**src/common/ccas_pkg.sv**
```systemverilog
package ccas_pkg;
  // ==========================================
  // register map, one aligned word each
  localparam logic [7:0] OFF_CTL1 = 8'h00;
  localparam logic [7:0] OFF_CTL2 = 8'h04;
  localparam logic [7:0] OFF_VAL1_LO = 8'h08;
  localparam logic [7:0] OFF_VAL1_HI = 8'h0C;
  localparam logic [7:0] OFF_VAL2_LO = 8'h10;
  localparam logic [7:0] OFF_VAL2_HI = 8'h14;
  localparam logic [7:0] OFF_CFG = 8'h18;
  localparam logic [7:0] OFF_COUNT = 8'h1C;
  localparam logic [7:0] OFF_STATUS = 8'h20;
  localparam logic [7:0] OFF_MASK = 8'h24;
  localparam logic [5:0] CTL_RESET = 6'h00;
  localparam logic [3:0] CFG_RESET = 4'h0;
  localparam int CFG_TMR_ON = 0;
  localparam int CFG_EXT_SRC = 1;
  localparam int CFG_PIN2_SEL = 2;
  localparam int CFG_ADC_EN = 3;
  localparam int ST_CH1 = 0;
  localparam int ST_CH2 = 1;
  localparam int ST_OVF = 2;
  // ==========================================
  // channel_mode_field encodings
  localparam logic [3:0] MODE_TOGGLE = 4'h2;
  localparam logic [3:0] MODE_CAP_FALL = 4'h4;
  localparam logic [3:0] MODE_CAP_4 = 4'h6;
  localparam logic [3:0] MODE_CAP_16 = 4'h7;
  localparam logic [3:0] MODE_SET = 4'h8;
  localparam logic [3:0] MODE_CLEAR = 4'h9;
  localparam logic [3:0] MODE_SWINT = 4'hA;
  localparam logic [3:0] MODE_SPECIAL = 4'hB;
  // ==========================================
  // timing: instruction clock is pclk divided by four
  localparam logic [1:0] INSTR_DIV_LAST = 2'h3;
  localparam logic [3:0] CAP_DIV4_LAST = 4'h3;
  localparam logic [3:0] CAP_DIV16_LAST = 4'hF;

  function automatic logic is_compare_mode(input logic [3:0] m);
    return (m == MODE_TOGGLE) || (m[3:2] == 2'h2);
  endfunction

  function automatic logic is_capture_mode(input logic [3:0] m);
    return m[3:2] == 2'h1;
  endfunction

  function automatic logic is_pin_mode(input logic [3:0] m);
    return (m == MODE_TOGGLE) || (m == MODE_SET) || (m == MODE_CLEAR);
  endfunction
endpackage

```
**src/hdl/ccas_timebase.sv**
```systemverilog
module ccas_timebase
  import ccas_pkg::*;
#(
  parameter int WIDTH = 16
) (
  input wire logic pclk,
  input wire logic presetn,
  input wire logic enable,
  input wire logic ext_src,
  input wire logic ext_clk_pin,
  input wire logic sleep,
  input wire logic reset_req,
  input wire logic load,
  input wire logic [WIDTH-1:0] load_value,
  output logic [WIDTH-1:0] count,
  output logic tick,
  output logic overflow_evt
);
  typedef struct packed {
    logic [1:0] div;
    logic s1;
    logic s2;
    logic prev;
    logic [WIDTH-1:0] count;
  } ccas_tb_t;

  ccas_tb_t st_reg, st_next;

  always_comb begin
    st_next = st_reg;
    st_next.s1 = ext_clk_pin;
    st_next.s2 = st_reg.s1;
    st_next.prev = st_reg.s2;
    // instruction clock stops in sleep, so a count on the internal source holds
    if (!sleep) begin
      st_next.div = 2'(st_reg.div + 2'h1);
    end
    tick = enable && (ext_src ? (st_reg.s2 && !st_reg.prev)
                              : (!sleep && st_reg.div == INSTR_DIV_LAST));
    overflow_evt = tick && !reset_req && (&st_reg.count);
    if (load) begin
      st_next.count = load_value;
    end else if (tick) begin
      // reset_req is sampled live at the tick: a vanished match cancels it
      st_next.count = reset_req ? '0 : WIDTH'(st_reg.count + 1'b1);
    end
  end

  always_ff @(posedge pclk or negedge presetn) begin
    if (!presetn) st_reg <= '0;
    else st_reg <= st_next;
  end

  assign count = st_reg.count;

  a_reset_at_tick: assert property (@(posedge pclk) disable iff (!presetn)
    tick && reset_req && !load |=> count == '0) else $error("timer not reset at tick");
  a_hold_in_sleep: assert property (@(posedge pclk) disable iff (!presetn)
    sleep && !ext_src && !load |=> $stable(count)) else $error("timer moved in sleep");
  a_no_ovf_trig: assert property (@(posedge pclk) disable iff (!presetn)
    reset_req |-> !overflow_evt) else $error("overflow on trigger reset");
endmodule

```
**src/hdl/ccas_channel.sv**
```systemverilog
module ccas_channel
  import ccas_pkg::*;
(
  input wire logic pclk,
  input wire logic presetn,
  input wire logic [3:0] mode,
  input wire logic [15:0] value,
  input wire logic [15:0] count,
  input wire logic sleep,
  input wire logic capture_ok,
  input wire logic clear_latch,
  input wire logic pin_sync,
  output logic latch_out,
  output logic drive_en,
  output logic trig,
  output logic flag_evt,
  output logic cap_evt
);
  typedef struct packed {
    logic pin_prev;
    logic match_prev;
    logic latch;
    logic [3:0] presc;
  } ccas_chan_t;

  ccas_chan_t st_reg, st_next;
  logic match, match_rise, edge_seen, presc_last;

  always_comb begin
    st_next = st_reg;
    match = is_compare_mode(mode) && !sleep && (count == value);
    match_rise = match && !st_reg.match_prev;
    trig = match && (mode == MODE_SPECIAL);
    edge_seen = (mode == MODE_CAP_FALL) ? (st_reg.pin_prev && !pin_sync) : (!st_reg.pin_prev && pin_sync);
    presc_last = (mode == MODE_CAP_4) ? (st_reg.presc == CAP_DIV4_LAST) :
                 (mode == MODE_CAP_16) ? (st_reg.presc == CAP_DIV16_LAST) : 1'b1;
    cap_evt = is_capture_mode(mode) && capture_ok && edge_seen && presc_last;
    flag_evt = match_rise || cap_evt;
    st_next.pin_prev = pin_sync;
    st_next.match_prev = match;
    if (!is_capture_mode(mode)) begin
      st_next.presc = '0;
    end else if (capture_ok && edge_seen) begin
      st_next.presc = presc_last ? 4'h0 : 4'(st_reg.presc + 4'h1);
    end
    if (clear_latch) begin
      st_next.latch = 1'b0;
    end else if (match_rise) begin
      // software interrupt and special event leave the latch alone
      if (mode == MODE_TOGGLE) st_next.latch = !st_reg.latch;
      else if (mode == MODE_SET) st_next.latch = 1'b1;
      else if (mode == MODE_CLEAR) st_next.latch = 1'b0;
    end
  end

  always_ff @(posedge pclk or negedge presetn) begin
    if (!presetn) st_reg <= '0;
    else st_reg <= st_next;
  end

  assign latch_out = st_reg.latch;
  assign drive_en = is_pin_mode(mode);

  a_set_on_match: assert property (@(posedge pclk) disable iff (!presetn)
    match_rise && mode == MODE_SET && !clear_latch |=> latch_out) else $error("set action missed");
  a_toggle_match: assert property (@(posedge pclk) disable iff (!presetn)
    match_rise && mode == MODE_TOGGLE && !clear_latch |=> latch_out != $past(latch_out))
    else $error("toggle action missed");
  a_clear_latch_low: assert property (@(posedge pclk) disable iff (!presetn)
    clear_latch |=> !latch_out) else $error("latch not cleared");
  a_sleep_no_trig: assert property (@(posedge pclk) disable iff (!presetn)
    sleep |-> !trig && !(flag_evt && !cap_evt)) else $error("compare active in sleep");
endmodule

```
**src/hdl/ccas_top.sv**
```systemverilog
// Implementation choices: the register addresses and the APB slave port.
module ccas_top
  import ccas_pkg::*;
(
  input wire logic pclk,
  input wire logic presetn,
  input wire logic psel,
  input wire logic penable,
  input wire logic pwrite,
  input wire logic [7:0] paddr,
  input wire logic [31:0] pwdata,
  input wire logic [3:0] pstrb,
  output logic [31:0] prdata,
  output logic pready,
  output logic pslverr,
  input wire logic sleep,
  input wire logic ext_clk_pin,
  output logic irq,
  output logic adc_start,
  output logic special_event,
  input wire logic ch1_pin_in,
  input wire logic ch1_port_data,
  input wire logic ch1_port_dir,
  output logic ch1_pin_out,
  output logic ch1_pin_oe,
  input wire logic pin2a_in,
  input wire logic pin2a_port_data,
  input wire logic pin2a_port_dir,
  output logic pin2a_out,
  output logic pin2a_oe,
  input wire logic pin2b_in,
  input wire logic pin2b_port_data,
  input wire logic pin2b_port_dir,
  output logic pin2b_out,
  output logic pin2b_oe
);
  // ==========================================
  // state
  typedef struct packed {
    logic [5:0] ctl1;
    logic [5:0] ctl2;
    logic [15:0] val1;
    logic [15:0] val2;
    logic [3:0] cfg;
    logic [2:0] status;
    logic [2:0] mask;
    logic [31:0] rdata;
    logic slverr;
    logic trig2_prev;
    logic p1_s1;
    logic p1_s2;
    logic pa_s1;
    logic pa_s2;
    logic pb_s1;
    logic pb_s2;
  } ccas_top_t;

  ccas_top_t st_reg, st_next;

  logic [15:0] count;
  logic tick, ovf_evt;
  logic trig1, trig2, flag1, flag2, cap1, cap2;
  logic latch1, latch2, drive1, drive2;
  logic clear1, clear2;
  logic load_count;
  logic [15:0] load_value;
  logic wr, wr_lo, wr_hi;
  logic [2:0] st_clear;
  logic [31:0] rd;
  logic mapped;
  logic capture_ok;
  logic pin2_sel;
  logic ch2_pin_sync;

  function automatic logic addr_mapped(input logic [7:0] a);
    return (a == OFF_CTL1) || (a == OFF_CTL2) || (a == OFF_VAL1_LO) || (a == OFF_VAL1_HI) ||
           (a == OFF_VAL2_LO) || (a == OFF_VAL2_HI) || (a == OFF_CFG) || (a == OFF_COUNT) ||
           (a == OFF_STATUS) || (a == OFF_MASK);
  endfunction

  // ==========================================
  // timebase and channels
  ccas_timebase #(
    .WIDTH(16)
  ) u_timebase (
    .pclk(pclk),
    .presetn(presetn),
    .enable(st_reg.cfg[CFG_TMR_ON]),
    .ext_src(st_reg.cfg[CFG_EXT_SRC]),
    .ext_clk_pin(ext_clk_pin),
    .sleep(sleep),
    .reset_req(trig1 || trig2),
    .load(load_count),
    .load_value(load_value),
    .count(count),
    .tick(tick),
    .overflow_evt(ovf_evt)
  );

  ccas_channel u_ch1 (
    .pclk(pclk),
    .presetn(presetn),
    .mode(st_reg.ctl1[3:0]),
    .value(st_reg.val1),
    .count(count),
    .sleep(sleep),
    .capture_ok(capture_ok),
    .clear_latch(clear1),
    .pin_sync(st_reg.p1_s2),
    .latch_out(latch1),
    .drive_en(drive1),
    .trig(trig1),
    .flag_evt(flag1),
    .cap_evt(cap1)
  );

  ccas_channel u_ch2 (
    .pclk(pclk),
    .presetn(presetn),
    .mode(st_reg.ctl2[3:0]),
    .value(st_reg.val2),
    .count(count),
    .sleep(sleep),
    .capture_ok(capture_ok),
    .clear_latch(clear2),
    .pin_sync(ch2_pin_sync),
    .latch_out(latch2),
    .drive_en(drive2),
    .trig(trig2),
    .flag_evt(flag2),
    .cap_evt(cap2)
  );

  // ==========================================
  // next state
  always_comb begin
    st_next = st_reg;
    // every pin input is synchronised before the channel looks at it
    st_next.p1_s1 = ch1_pin_in;
    st_next.p1_s2 = st_reg.p1_s1;
    st_next.pa_s1 = pin2a_in;
    st_next.pa_s2 = st_reg.pa_s1;
    st_next.pb_s1 = pin2b_in;
    st_next.pb_s2 = st_reg.pb_s1;
    st_next.trig2_prev = trig2;

    wr = psel && penable && pwrite && !st_reg.slverr;
    wr_lo = wr && pstrb[0];
    wr_hi = wr && pstrb[1];

    // a whole-register zero write drops the compare latch
    clear1 = wr_lo && (paddr == OFF_CTL1) && (pwdata[7:0] == 8'h00);
    clear2 = wr_lo && (paddr == OFF_CTL2) && (pwdata[7:0] == 8'h00);

    load_count = (wr_lo || wr_hi) && (paddr == OFF_COUNT);
    load_value = {wr_hi ? pwdata[15:8] : count[15:8], wr_lo ? pwdata[7:0] : count[7:0]};

    if (wr_lo) begin
      unique case (paddr)
        OFF_CTL1: st_next.ctl1 = pwdata[5:0];
        OFF_CTL2: st_next.ctl2 = pwdata[5:0];
        OFF_VAL1_LO: st_next.val1[7:0] = pwdata[7:0];
        OFF_VAL1_HI: st_next.val1[15:8] = pwdata[7:0];
        OFF_VAL2_LO: st_next.val2[7:0] = pwdata[7:0];
        OFF_VAL2_HI: st_next.val2[15:8] = pwdata[7:0];
        OFF_CFG: st_next.cfg = pwdata[3:0];
        OFF_MASK: st_next.mask = pwdata[2:0];
        default: ;
      endcase
    end

    // a capture overwrites any value not yet read
    if (cap1) st_next.val1 = count;
    if (cap2) st_next.val2 = count;

    // write-one-to-clear; a same-cycle event wins over the clear
    st_clear = (wr_lo && paddr == OFF_STATUS) ? pwdata[2:0] : 3'h0;
    st_next.status = (st_reg.status & ~st_clear) | {ovf_evt && tick, flag2, flag1};

    rd = 32'h0000_0000;
    unique case (paddr)
      OFF_CTL1: rd[5:0] = st_reg.ctl1;
      OFF_CTL2: rd[5:0] = st_reg.ctl2;
      OFF_VAL1_LO: rd[7:0] = st_reg.val1[7:0];
      OFF_VAL1_HI: rd[7:0] = st_reg.val1[15:8];
      OFF_VAL2_LO: rd[7:0] = st_reg.val2[7:0];
      OFF_VAL2_HI: rd[7:0] = st_reg.val2[15:8];
      OFF_CFG: rd[3:0] = st_reg.cfg;
      OFF_COUNT: rd[15:0] = count;
      OFF_STATUS: rd[2:0] = st_reg.status;
      OFF_MASK: rd[2:0] = st_reg.mask;
      default: ;
    endcase
    mapped = addr_mapped(paddr);

    // read data and error are fixed in the setup cycle so the access phase is one cycle
    if (psel && !penable) begin
      st_next.rdata = pwrite ? 32'h0000_0000 : rd;
      st_next.slverr = !mapped;
    end
  end

  always_ff @(posedge pclk or negedge presetn) begin
    if (!presetn) begin
      st_reg <= '0;
      st_reg.ctl1 <= CTL_RESET;
      st_reg.ctl2 <= CTL_RESET;
      st_reg.cfg <= CFG_RESET;
    end else begin
      st_reg <= st_next;
    end
  end

  // ==========================================
  // outputs
  assign prdata = st_reg.rdata;
  assign pready = 1'b1;
  assign pslverr = st_reg.slverr;
  assign irq = |(st_reg.status & st_reg.mask);
  assign special_event = trig1 || trig2;
  // capture in sleep only runs when the timebase has its own clock
  assign capture_ok = !sleep || st_reg.cfg[CFG_EXT_SRC];
  assign adc_start = trig2 && !st_reg.trig2_prev && st_reg.cfg[CFG_ADC_EN];
  assign pin2_sel = st_reg.cfg[CFG_PIN2_SEL];
  assign ch2_pin_sync = pin2_sel ? st_reg.pb_s2 : st_reg.pa_s2;

  // the port direction bit owns the driver; the compare latch only replaces the port data
  assign ch1_pin_out = drive1 ? latch1 : ch1_port_data;
  assign ch1_pin_oe = !ch1_port_dir;
  assign pin2a_out = (drive2 && !pin2_sel) ? latch2 : pin2a_port_data;
  assign pin2a_oe = !pin2a_port_dir;
  assign pin2b_out = (drive2 && pin2_sel) ? latch2 : pin2b_port_data;
  assign pin2b_oe = !pin2b_port_dir;

  // ==========================================
  // checks
  a_swint_no_drive: assert property (@(posedge pclk) disable iff (!presetn)
    st_reg.ctl1[3:0] == MODE_SWINT |-> ch1_pin_out == ch1_port_data)
    else $error("software interrupt mode drove the pin");
  a_special_no_pin: assert property (@(posedge pclk) disable iff (!presetn)
    st_reg.ctl2[3:0] == MODE_SPECIAL |-> pin2a_out == pin2a_port_data && pin2b_out == pin2b_port_data)
    else $error("special event mode drove the pin");
  a_flag_on_event: assert property (@(posedge pclk) disable iff (!presetn)
    flag1 |=> st_reg.status[ST_CH1]) else $error("channel flag not set");
  a_flag_sticky: assert property (@(posedge pclk) disable iff (!presetn)
    st_reg.status[ST_CH2] && !(wr_lo && paddr == OFF_STATUS && pwdata[ST_CH2]) |=> st_reg.status[ST_CH2])
    else $error("channel flag lost without clear");
  a_adc_start_ch2: assert property (@(posedge pclk) disable iff (!presetn)
    $rose(trig2) && st_reg.cfg[CFG_ADC_EN] |-> adc_start) else $error("conversion not started");
  a_adc_only_ch2: assert property (@(posedge pclk) disable iff (!presetn)
    adc_start |-> trig2) else $error("conversion start without channel 2 trigger");
  a_pin2_route: assert property (@(posedge pclk) disable iff (!presetn)
    pin2_sel |-> pin2a_out == pin2a_port_data) else $error("unselected pin driven by channel");
  // either channel's trigger restarts the shared timebase; a sticky overflow flag from before is allowed
  a_period_reset: assert property (@(posedge pclk) disable iff (!presetn)
    special_event && tick && !load_count |=>
      count == 16'h0000 && (!st_reg.status[ST_OVF] || $past(st_reg.status[ST_OVF])))
    else $error("trigger did not restart timebase");
  a_irq_level: assert property (@(posedge pclk) disable iff (!presetn)
    flag1 && st_reg.mask[ST_CH1] && !(wr_lo && paddr == OFF_MASK) |=> irq)
    else $error("interrupt not raised");
  a_count_load: assert property (@(posedge pclk) disable iff (!presetn)
    load_count |=> count == $past(load_value)) else $error("count write not loaded");
  a_capture_loads: assert property (@(posedge pclk) disable iff (!presetn)
    cap1 |=> st_reg.val1 == $past(count)) else $error("capture did not latch the count");
  a_status_w1c: assert property (@(posedge pclk) disable iff (!presetn)
    wr_lo && paddr == OFF_STATUS && pwdata[ST_CH1] && !flag1 |=> !st_reg.status[ST_CH1])
    else $error("status bit not cleared");
  a_slverr_unmapped: assert property (@(posedge pclk) disable iff (!presetn)
    psel && !penable && !mapped |=> pslverr) else $error("unmapped access without error");
  a_special_ch1_pin: assert property (@(posedge pclk) disable iff (!presetn)
    st_reg.ctl1[3:0] == MODE_SPECIAL |-> ch1_pin_out == ch1_port_data)
    else $error("special event mode drove channel 1 pin");
  a_adc_needs_en: assert property (@(posedge pclk) disable iff (!presetn)
    adc_start |-> st_reg.cfg[CFG_ADC_EN]) else $error("conversion started while disabled");

  c_period_reset: cover property (@(posedge pclk) disable iff (!presetn) special_event && tick);
  c_sleep_capture: cover property (@(posedge pclk) disable iff (!presetn) cap1 && sleep);
  c_capture: cover property (@(posedge pclk) disable iff (!presetn) cap1);
  c_adc_start: cover property (@(posedge pclk) disable iff (!presetn) adc_start);
  c_toggle_pin: cover property (@(posedge pclk) disable iff (!presetn)
    flag1 && st_reg.ctl1[3:0] == MODE_TOGGLE);
endmodule

```
**config.mk**
```make
export PLATFORM = sky130hd
export DESIGN_NAME = ccas_top
export DESIGN_NICKNAME = d
export VERILOG_FILES = /design/src/common/ccas_pkg.sv /design/src/hdl/ccas_timebase.sv /design/src/hdl/ccas_channel.sv /design/src/hdl/ccas_top.sv
export SDC_FILE = /design/constraint.sdc
export NUM_CORES = 1
export LEC_CHECK = 0
export ABC_CLOCK_PERIOD_IN_PS = 5650
export BUFFER_PORTS_ARGS = -buffer_cell sky130_fd_sc_hd__buf_2
export CAP_MARGIN = 20
export CORE_ASPECT_RATIO = 1.25
export CORE_MARGIN = 2
export CORE_UTILIZATION = 40
export DETAILED_ROUTE_END_ITERATION = 7
export GPL_ROUTABILITY_DRIVEN = 0
export PLACE_DENSITY = 0.57
export SLEW_MARGIN = 20
export SYNTH_ARGS = -nofsm -noshare
export SYNTH_HDL_FRONTEND = slang
export SYNTH_SLANG_ARGS = --single-unit
```
**constraint.sdc**
```tcl
create_clock -name pclk -period 5.65 [get_ports pclk]
set_clock_uncertainty 0.1 [all_clocks]
set_input_delay 0.565 -clock pclk [delete_from_list [all_inputs] [get_ports pclk]]
set_output_delay 0.565 -clock pclk [all_outputs]
set_load 0.02 [all_outputs]
```
* After elaboration in Yosys (flattened, before gate mapping)
Cells that the tools add are included.
** Storage, ports and cells
- Register bits :: 129
- Input bits :: 60
- Output and inout port bits :: 43
- Word-level logic and storage cells :: 233
** Cells by class
- $add $sub $neg :: 4
- Equality and inequality tests :: 38
- Multiplexer cells :: 47
- Bitwise logic cells :: 4
- Reductions and logical operators :: 108
** Operators with widths (count)
- 2-to-1 mux 16 bit :: 6
- 2-to-1 mux 8 bit :: 7
- logical AND 1 bit :: 42
- 2-to-1 mux 36 bit :: 1
- equality test 16 bit :: 2
- equality test 4 bit (second input constant) :: 8
- equality test 8 x 5 -> 1 bit (second input constant) :: 4
- case mux 3 bit (10 select lines) :: 1
- 2-to-1 mux 4 bit :: 7
- equality test 4 x 3 -> 1 bit (second input constant) :: 6
- AND reduction 2 bit :: 12
- 2-to-1 mux 1 bit :: 21
- logical OR 1 bit :: 20
- logical NOT 1 bit :: 19
- nonzero test 2 bit :: 9
- adder 16 x 1 -> 16 bit (second input constant) :: 1
- equality test 4 x 2 -> 1 bit (second input constant) :: 4
- equality test 8 x 4 -> 1 bit (second input constant) :: 2
- equality test 8 x 6 -> 1 bit (second input constant) :: 2
- logical NOT 8 bit :: 2
- AND reduction 16 bit :: 1
- case mux 2 bit (7 select lines) :: 1
- case mux 2 bit (5 select lines) :: 1
- adder 4 x 1 -> 4 bit (second input constant) :: 2
- 13 further kinds :: 20

* Logic depth before layout (Yosys ltp)
Gate-level depths: netlist of run 1.
- Depth after elaboration :: 11
- Gate-level depth with buffers :: 10
- Gate-level depth less buffers :: 7

* By module
Synthesis of run 1 repeated with hierarchy kept, for this count alone.
** Second synthesis, totals
- Cells, all modules :: 724
- Area total of the unflattened synthesis :: 7241.9 µm²
** By module, submodules not included
- ccas_top :: times used 1, cells each 414, area each 4505.6 µm², sequential area each 1951.9 µm²
- ccas_timebase :: times used 1, cells each 168, area each 1465.2 µm², sequential area each 525.5 µm²
- ccas_channel :: times used 2, cells each 71, area each 635.6 µm², sequential area each 175.2 µm²

* Worst setup path before layout of run 1
OpenSTA, ideal clock, no wires.
- Path type :: input -> output
- Start :: input sleep
- End :: output adc_start
- Data arrival time :: 2.512 ns
- Data required time :: 4.985 ns
- Path slack :: 2.473 ns
- Stages :: 5
- Buffers on the path :: 1
- Cells stage by stage :: clkbuf_1 -> or3_1 -> or4_4 -> or2_2 -> nor3b_1
** On the way
- Cells in the longest elaborated chain, start to end :: 6
** Ends and longest elaborated chain
- start: declaration :: line ccas_top.sv:16 : input wire logic sleep,
- logical NOT 1 bit :: line ccas_channel.sv:31 : match = is_compare_mode(mode) && !sleep && (count == value);
- logical AND 1 bit (2 in series) :: line ccas_channel.sv:31
- logical AND 1 bit :: line ccas_channel.sv:33 : trig = match && (mode == MODE_SPECIAL);
- logical AND 1 bit (2 in series) :: line ccas_top.sv:223 : assign adc_start = trig2 && !st_reg.trig2_prev && st_reg.cfg[CFG_ADC_EN];
- end: declaration :: line ccas_top.sv:19 : output logic adc_start,
No other way between the ends.

* Final worst setup path of run 1
- Start :: register u_timebase.st_reg, in the netlist u_timebase.count[6]
- End :: output adc_start
** On the way
- Cells in the longest elaborated chain, start to end :: 5
** Ends and longest elaborated chain
- start: declaration :: line ccas_timebase.sv:27 : ccas_tb_t st_reg, st_next;
- start signal: assignment :: line ccas_timebase.sv:51 : else st_reg <= st_next;
- equality test 16 bit :: line ccas_channel.sv:31
- logical AND 1 bit :: line ccas_channel.sv:31
- logical AND 1 bit :: line ccas_channel.sv:33
- logical AND 1 bit (2 in series) :: line ccas_top.sv:223
No other way between the ends.

==> results of run 1 <==
==> report_power, final <==
group | switching [mW] | total (mW) | leakage, nW | internal (mW)
combinational | 0.0877 | 0.134 | 1.52 | 0.0467
sequential | 0.0154 | 0.844 | 1.46 | 0.829
clock | 0.387 | 1.04 | 0.267 | 0.652
==> metal layers <==
layer | GRT usage [%] | vias up | wire length, um
met4 | 11.0 | 0 | 670
met3 | 5.08 | 40 | 1220
met2 | 36.5 | 212 | 9380
met1 | 29.0 | 2702 | 8160
met5 | 0 | - | 0
li1 | - | 2547 | -
==> final cells by class <==
class	instances	share of cell area (%)
multi-input cells	513	46.1
flip-flops and latches	113	37.5
clock buffers	20	5.92
repair buffers	71	4.88
well taps	220	3.65
clock inverters	11	1.53
inverters	8	0.398
==> cell families after synthesis <==
family / count (synthesis) / synth area share (%)
xor gates and xnor gates: 35 / 4.54
muxes: 74 / 11.8
and+or+nand+nor: 244 / 19.0
AOI/OAI and AO/OA: 139 / 14.3
DFF: 113 / 41.9
other: 2 / 0.111
buffers and inverters: 94 / 7.59
adders and majority gates: 4 / 0.741
==> layout by cell type (no fill, tap or decap), types with 5 or more instances in the layout <==
cell	synthesis	final
a211o_1	6	6
a21o_1	6	6
a21oi_1	11	10
a22o_1	11	11
a32o_1	5	5
a32oi_1	12	12
and3_1	11	11
buf_2	8	66
buf_4	33	5
clkbuf_16	0	17
clkinv_2	0	5
conb_1	2	17
dfrtp_1	113	113
inv_1	8	8
mux2_2	27	27
mux2i_1	45	45
nand2_1	82	82
nand3_1	34	34
nand3b_1	5	5
nand4_1	7	7
nand4b_1	5	5
nor2_1	23	22
nor2b_1	9	9
nor3_1	19	19
nor3b_1	5	5
nor4_1	7	7
o21ai_0	50	50
or2_2	5	5
or3_1	5	5
xnor2_1	25	25
xor2_1	10	10
==> synth_stat cells, drive strengths merged (3+ instances only) <==
library cell  instances  area (um^2)
dfrtp               113         2830
nand2                82          308
o21ai                51          255
buf                  47          337
mux2i                45          450
clkbuf               39          146
nand3                34          170
mux2                 27          304
xnor2                25          219
nor2                 24         92.6
nor3                 20          105
a32oi                12          105
a21oi                11         55.1
a22o                 11         96.3
and3                 11         68.8
xor2                 10         87.6
nor2b                 9         56.3
inv                   8         30.0
nor4                  8         56.3
nand4                 7         43.8
a211o                 6         52.6
a21o                  6         45.0
a32o                  5         50.1
nand3b                5         37.5
nand4b                5         43.8
nor3b                 5         37.5
or2                   5         31.3
or3                   5         31.3
a221oi                4         41.3
a22oi                 4         30.0
a31oi                 4         25.0
and2                  4         25.0
ha                    4         50.1
o22ai                 4         25.0
and4                  3         26.3
and4b                 3         30.0
nand2b                3         18.8
o21bai                3         22.5
o2bb2ai               3         26.3
or4                   3         26.3
or4b                  3         30.0
==> path summary, 6_finish.rpt <==
path | start | end | slack [ps] | cells past startpoint
setup / recovery | u_timebase.count[6] | adc_start | 1920 | 6
setup reg to reg | pslverr | u_timebase.count[14] | 2440 | 6
max in group asynchronous | presetn | u_ch1.st_reg[1] | 4070 | 2
hold / removal | presetn | u_timebase.count[14] | 150 | 1
hold reg to reg | st_next[0] | st_reg[0] | 250 | 0
min in group pclk | pin2a_in | st_next[2] | 150 | 1
==> metrics.txt, run 1 <==
outcome=completed; Via density=5.75; total power=2.02 mW; syn avg cell area=9.58 um^2; #FFs+latches synth=113; Storage cell area=2830 um^2; Max Buffers Root-to-Sink=2; MaxCap Viol Count=0; die span in x=120 um; f_max=268 MHz; Yosys cell types=70; Sink Count=113; fin nets=788; Boundary Pins=103; P per Cell Area=268 nW/um^2; row cnt=53; Total Routed Length=19.4 mm; crit path time final=3730 ps; full die area=18000 um^2; setup bufs post-CTS=0; CP Launch Type=flip-flop; total track usage=22.7%; vias=5501; DR WL/cell=20.3 um; Design Area, Final=7540 um^2; H-tree depth=4; final hold violations=0; DP Worst Slack=1970 ps; critical path peak fanout=10; clk root buf=clkbuf_16; Worst EP arrival=3070 ps; final setup vio count=0; crit-path cells=xor2_1 -> or3_1 -> or4_4 -> or2_2 -> nor3b_1 -> buf_2; Detailed Routing Iterations Pass 1=5; placed cell areas=6980 um^2; fin crit share=66.1%; Initial Util=40.4%; Post-Layout Cell Count=956; EDFF count, synth=0; Cells after Synth=705; kind of critical path=flip-flop to primary output; actual slew at the worst max-slew pin=1010 ps; CTS buffer count=17; Filler cells=1622; CTS Hold Buffers Added=0; post-cts sizing count=0; worst hold slack=146 ps; Worst EP required=4990 ps; dpl cells=925; area growth from synthesis to layout=11.6%; Crit path max-delay family=simple AND/OR/NAND/NOR gates; layout cells sized above 1=19.8%; Final ANT Viol Nets=0; ant diodes=0; detailed placement HPWL=13.7 mm; crit end category=primary output; max reg flops=57; buffer and inverter count on the worst path=1; FFs w/ async S/R, synth=100%; Die H=149 um; CORE AREA=16700 um^2; RSZ-0062 raised after global routing=no; Worst path slowest cell=or4_4; Worst path max stage delay=580 ps; Yosys warning total=0; final worst slack=1920 ps; first-pass GRT wire length=31.0 mm; CTS clk-pin slew, worst paths=60 ps; grt ovf=0; CTS tree=yes; main flop type after synthesis=dfrtp_1; Max Transition Viols Final=0; multi-input logic area=3480 um^2; I/O Buffers=67; sequential area share after synthesis=41.9%; Clk Latency, worst-skew pair=430 ps; Max IR drop VDD=0.196 mV; Worst Hold Class=primary input to asynchronous set/reset pin; # DRC=0; relative slew slack=32.5%; vias in the first global route=5419; P_leak=3.25 nW; final core occ=45.1%; initial DRC count=471; initial antenna violation count=0; largest net degree at the start of global routing=64; synthesized area=6760 um^2; Setup TNS=0 ps
Note: power is estimated with default switching activity, not from simulation.
==> inputs of run 2 (changes only) <==
--- a/config.mk
+++ b/config.mk
@@ -5,7 +5,7 @@
 export SDC_FILE = /design/constraint.sdc
 export NUM_CORES = 1
 export LEC_CHECK = 0
-export ABC_CLOCK_PERIOD_IN_PS = 5650
+export ABC_CLOCK_PERIOD_IN_PS = 3500
 export BUFFER_PORTS_ARGS = -buffer_cell sky130_fd_sc_hd__buf_2
 export CAP_MARGIN = 20
 export CORE_ASPECT_RATIO = 1.25
==> constraint.sdc (replaced) <==
create_clock -name pclk -period 3.5 [get_ports pclk]
set_clock_uncertainty 0.1 [all_clocks]
set_input_delay 0.35 -clock pclk [delete_from_list [all_inputs] [get_ports pclk]]
set_output_delay 0.35 -clock pclk [all_outputs]
set_load 0.02 [all_outputs]
==> run 2 against run 1 <==
Effect of this change: global-route usage rose by 0.62 points; first-iteration DRC count down 13%; die area is the same; critical path type unchanged; combinational power increased by 73%; largest cell class unchanged; sequential power rose by 61%; sequential cell count stayed put.
==> metrics.txt, run 2 (synthesized netlist as in run 1, its figures left out) <==
final hold violations=0; CTS tree=yes; first-pass GRT wire length=31.1 mm; top layer in use=met4; crit end category=primary output; vias in the first global route=5403; initial DRC count=408; met2 wire len=9.85 mm; grt ovf=0; Max Buffers Root-to-Sink=2; CTS clk-pin slew, worst paths=60 ps; Detailed Routing Iterations Pass 1=5; P_leak=3.42 nW; fin nets=818; outcome=completed; actual slew at the worst max-slew pin=853 ps; Boundary Pins=103; commonest non-fill, non-tap cell in the layout=dfrtp_1; Sink Count=113; Max IR drop VDD=0.295 mV; detailed placement HPWL=14.3 mm; dpl cells=949; row cnt=53; Initial Util=40.4%; CORE AREA=16700 um^2; RSZ-0062 raised after global routing=no; # DRC=0; Post-Layout Cell Count=985; final setup vio count=0; relative slew slack=43.1%; total track usage=23.3%; critical path peak fanout=10; Max Transition Viols Final=0; vias=5738; CP Launch Type=flip-flop; kind of critical path=flip-flop to primary output; die span in x=120 um; largest net degree at the start of global routing=76; final core occ=46.9%; met3 wire len=1.33 mm; Worst Hold Class=primary input to flip-flop; Die H=149 um; Worst EP arrival=2640 ps; commonest cells after routing, fill and taps aside=113 x dfrtp_1, 82 x nand2_1, 66 x buf_2; DP Worst Slack=501 ps; MaxCap Viol Count=0; I/O Buffers=67; DR WL/cell=20.5 um; Design Area, Final=7840 um^2; area growth from synthesis to layout=16.0%; Clk Latency, worst-skew pair=420 ps; H-tree depth=4; Via density=5.83; clk root buf=clkbuf_16; full die area=18000 um^2; crit path time final=3090 ps; M1 wire length=8.29 mm; P per Cell Area=428 nW/um^2; placed cell areas=7170 um^2; layout cells sized above 1=22.1%; Final ANT Viol Nets=0; CTS buffer count=17; max reg flops=57; ant diodes=0; Setup TNS=0 ps; Total Routed Length=20.2 mm; Worst EP required=3050 ps; fin crit share=88.3%; f_max=324 MHz; final worst slack=411 ps; initial antenna violation count=0
[run 2: metal layers]
metal  up-vias  track usage (%)
met5         -                0
met4         0             11.2
met3        56             5.54
met2       250             38.0
met1      2820             29.2
li1       2612                -
[run 2: area by class of cell]
cell class	instances	area, um^2
well taps	220	275
flip-flops and latches	113	2830
clock buffers	20	457
inverters	8	30.0
fillers	1586	8870
repair buffers	101	638
clock inverters	10	136
multi-input cells	513	3470
[run 2: worst max-delay path, stage by stage, from the launching register on]
cell     delay [ps]
dfrtp_1         530
xnor2_1         280
nand4_1         190
or4_4           470
or2_2           360
o21ai_0         150
buf_2           230
[run 2: worst paths after layout]
path,end,slack [ps],startpoint,cells after the start
max in group asynchronous,st_reg[76],2350,presetn,3
min in group asynchronous,u_timebase.count[15],320,presetn,2
worst max-delay path,special_event,410,u_timebase.count[10],6
worst min register to register,st_reg[0],250,st_next[0],0
worst max register to register,u_timebase.count[11],480,u_timebase.count[2],7
worst min-delay path,u_timebase.count[14],80,pwdata[14],3
[run 2: per-stage QoR]
step                      hold WS [ps]  total power [mW]
final                             82.7              3.36
after CTS                         34.4              3.38
after floorplan                  -45.6              1.52
after global routing              88.3              3.47
after detailed placement           236              1.61
after global placement             231              1.60
[run 2: repair_timing]
| action | 4_1_cts | 5_1_grt |
|---|---|---|
| hold buffers | 4 | 1 |
| buffers inserted | 0 | 0 |
| resized for setup | 0 | 0 |
| hold endpoints to repair | 4 | 30 |
[run 2: where the power goes]
| group | switching, mW | internal, mW | leakage (nW) | total [mW] |
|---|---|---|---|---|
| sequential | 0.0248 | 1.34 | 1.46 | 1.36 |
| combinational | 0.145 | 0.0867 | 1.67 | 0.232 |
| clock | 0.619 | 1.14 | 0.284 | 1.76 |
| total | 0.789 | 2.57 | 3.42 | 3.36 |
==> inputs of run 3 (changes only) <==
--- a/config.mk
+++ b/config.mk
@@ -8,12 +8,13 @@
 export ABC_CLOCK_PERIOD_IN_PS = 3500
 export BUFFER_PORTS_ARGS = -buffer_cell sky130_fd_sc_hd__buf_2
 export CAP_MARGIN = 20
-export CORE_ASPECT_RATIO = 1.25
+export CELL_PAD_IN_SITES_DETAIL_PLACEMENT = 0
+export CELL_PAD_IN_SITES_GLOBAL_PLACEMENT = 1
 export CORE_MARGIN = 2
 export CORE_UTILIZATION = 40
 export DETAILED_ROUTE_END_ITERATION = 7
 export GPL_ROUTABILITY_DRIVEN = 0
-export PLACE_DENSITY = 0.57
+export PLACE_DENSITY = 0.71
 export SLEW_MARGIN = 20
 export SYNTH_ARGS = -nofsm -noshare
 export SYNTH_HDL_FRONTEND = slang
==> run 3 against run 2 <==
Effect of this change: die area about the same; largest cell class unchanged; wire length decreased by 1.2%; utilization rose by 0.69 points; clock power rose by 11%; critical path type unchanged; critical path depth did not move; final cell count shrank 0.10%; combinational power about the same; count of clock-buffer cells in the layout unchanged; first-iteration DRC count up 35%; setup slack worse by 220 ps; sequential share of layout area down 0.12 points.
==> metrics.txt, run 3 (synthesized netlist as in run 1, its figures left out) <==
Max IR drop VDD=0.334 mV; detailed placement HPWL=14.3 mm; Worst EP required=3050 ps; Setup TNS=0 ps; worst hold slack=77.7 ps; vias=5677; max reg flops=57; Clock power frac=55.2%; setup bufs post-CTS=0; commonest cells after routing, fill and taps aside=113 x dfrtp_1, 82 x nand2_1, 66 x buf_2; CTS clk-pin slew, worst paths=50 ps; I/O Buffers=67; P per Cell Area=451 nW/um^2; Via density=5.77; CTS buffer count=17; P_sw=808 uW; full die area=17900 um^2; P_leak=3.44 nW; CORE AREA=16500 um^2; Detailed Routing Iterations Pass 1=6; Die H=134 um; clk root buf=clkbuf_16; crit path time final=3310 ps; Max Buffers Root-to-Sink=2; initial DRC count=550; largest net degree at the start of global routing=80; first-pass GRT wire length=31.0 mm; outcome=completed; Flop pwr share=38.3%; Clk Latency, worst-skew pair=430 ps; total track usage=22.9%; f_max=302 MHz; final core occ=47.6%; Initial Util=40.9%; H-tree depth=4; logic gate share of total power=6.5%; vias in the first global route=5414; layout cells sized above 1=22.1%; Total Routed Length=20.0 mm; ant diodes=0; post-cts sizing count=0; fin nets=815; crit-path cells=xor2_1 -> or3_1 -> or4_4 -> or2_2 -> nor3b_1 -> buf_2; switch share=22.8%; Worst path slowest cell=or4_4; die span in x=134 um; fin crit share=94.5%; Worst EP arrival=2860 ps; commonest non-fill, non-tap cell in the layout=dfrtp_1; final setup vio count=0; grt ovf=0; critical path peak fanout=10; hold depth=2; DR WL/cell=20.3 um; area growth from synthesis to layout=16.4%; RSZ-0062 raised after global routing=no; P_int=2.74 mW; CTS tree=yes; Boundary Pins=103; Sink Count=113; crit end category=primary output; Final ANT Viol Nets=0; # DRC=0; Max Transition Viols Final=0; Worst path max stage delay=580 ps; Filler cells=1545; relative slew slack=46.9%; kind of critical path=flip-flop to primary output; Worst Hold Class=primary input to flip-flop; MaxCap Viol Count=0; final hold violations=0; worst r2r path cells=7; actual slew at the worst max-slew pin=796 ps; row cnt=47; CP Launch Type=flip-flop; initial antenna violation count=0
## run 3: cell types whose count changed in the layout (fill, tap and decap cells not counted), sizes merged
cell / previous run / this run
buf: 96 / 93
bufinv: 3 / 5
clkinv: 4 / 3
inv: 8 / 9
## run 3: cell type report
type | count | area (um^2) | area share [%]
timing repair buffer | 98 | 587 | 7.46
clock inverter | 12 | 204 | 2.59
inverter | 8 | 30.0 | 0.382
sequential | 113 | 2830 | 36.0
tap | 220 | 275 | 3.50
clock buffer | 20 | 467 | 5.93
multi-input combinational | 513 | 3470 | 44.2
## run 3: timing repair
| action | in CTS | in global routing |
|---|---|---|
| endpoints found under the hold margin | 4 | 77 |
| endpoints found under the setup margin | 0 | 0 |
| hold buffers | 4 | 1 |
## run 3: power by group through the flow
| stage | clock network (mW) | registers, mW | logic [mW] |
|---|---|---|---|
| finish | 1.96 | 1.36 | 0.231 |
| global route | 2.04 | 1.36 | 0.257 |
| CTS | 1.98 | 1.36 | 0.231 |
| detailed placement | 0 | 1.38 | 0.226 |
| global placement | 0 | 1.38 | 0.218 |
| floorplan | 0 | 1.38 | 0.139 |
## run 3: through the flow
stage / power, mW / area, um^2 / std cells / setup WS, ps
finish: 3.55 / 7870 / 984 / 194
global route: 3.67 / 7870 / 984 / 93.4
CTS: 3.57 / 7850 / 983 / 161
detailed placement: 1.61 / 7140 / 947 / 544
global placement: 1.60 / 7140 / 947 / 580
floorplan: 1.52 / 6810 / 720 / 702
## run 3: worst paths after layout
check	slack, ps	from	endpoint
worst max-delay path	190	u_timebase.count[6]	adc_start
max in group asynchronous	2070	presetn	u_timebase.count[7]
worst max register to register	560	u_timebase.count[6]	u_timebase.count[0]
min in group asynchronous	450	presetn	u_ch1.st_reg[3]
worst min register to register	250	u_timebase.st_next[17]	u_timebase.st_next[16]
worst min-delay path	80	pwrite	prdata[6]
## run 3: routing by layer
layer	vias up	share of wire [%]	wire [um]	global-route usage (%)
met1	2813	46	9240	32.1
met2	222	45	8940	35.0
met3	36	6.1	1220	4.84
met5	-	0	0	0
met4	0	2.8	568	8.16
li1	2606	-	-	-
## run 3: worst max-delay path, delay by kind of cell (launching register included)
kind / cells / cell delay, ps
simple gates: 4 / 1500
flops: 1 / 510
buf+inv: 1 / 210
xor+xnor: 1 / 220
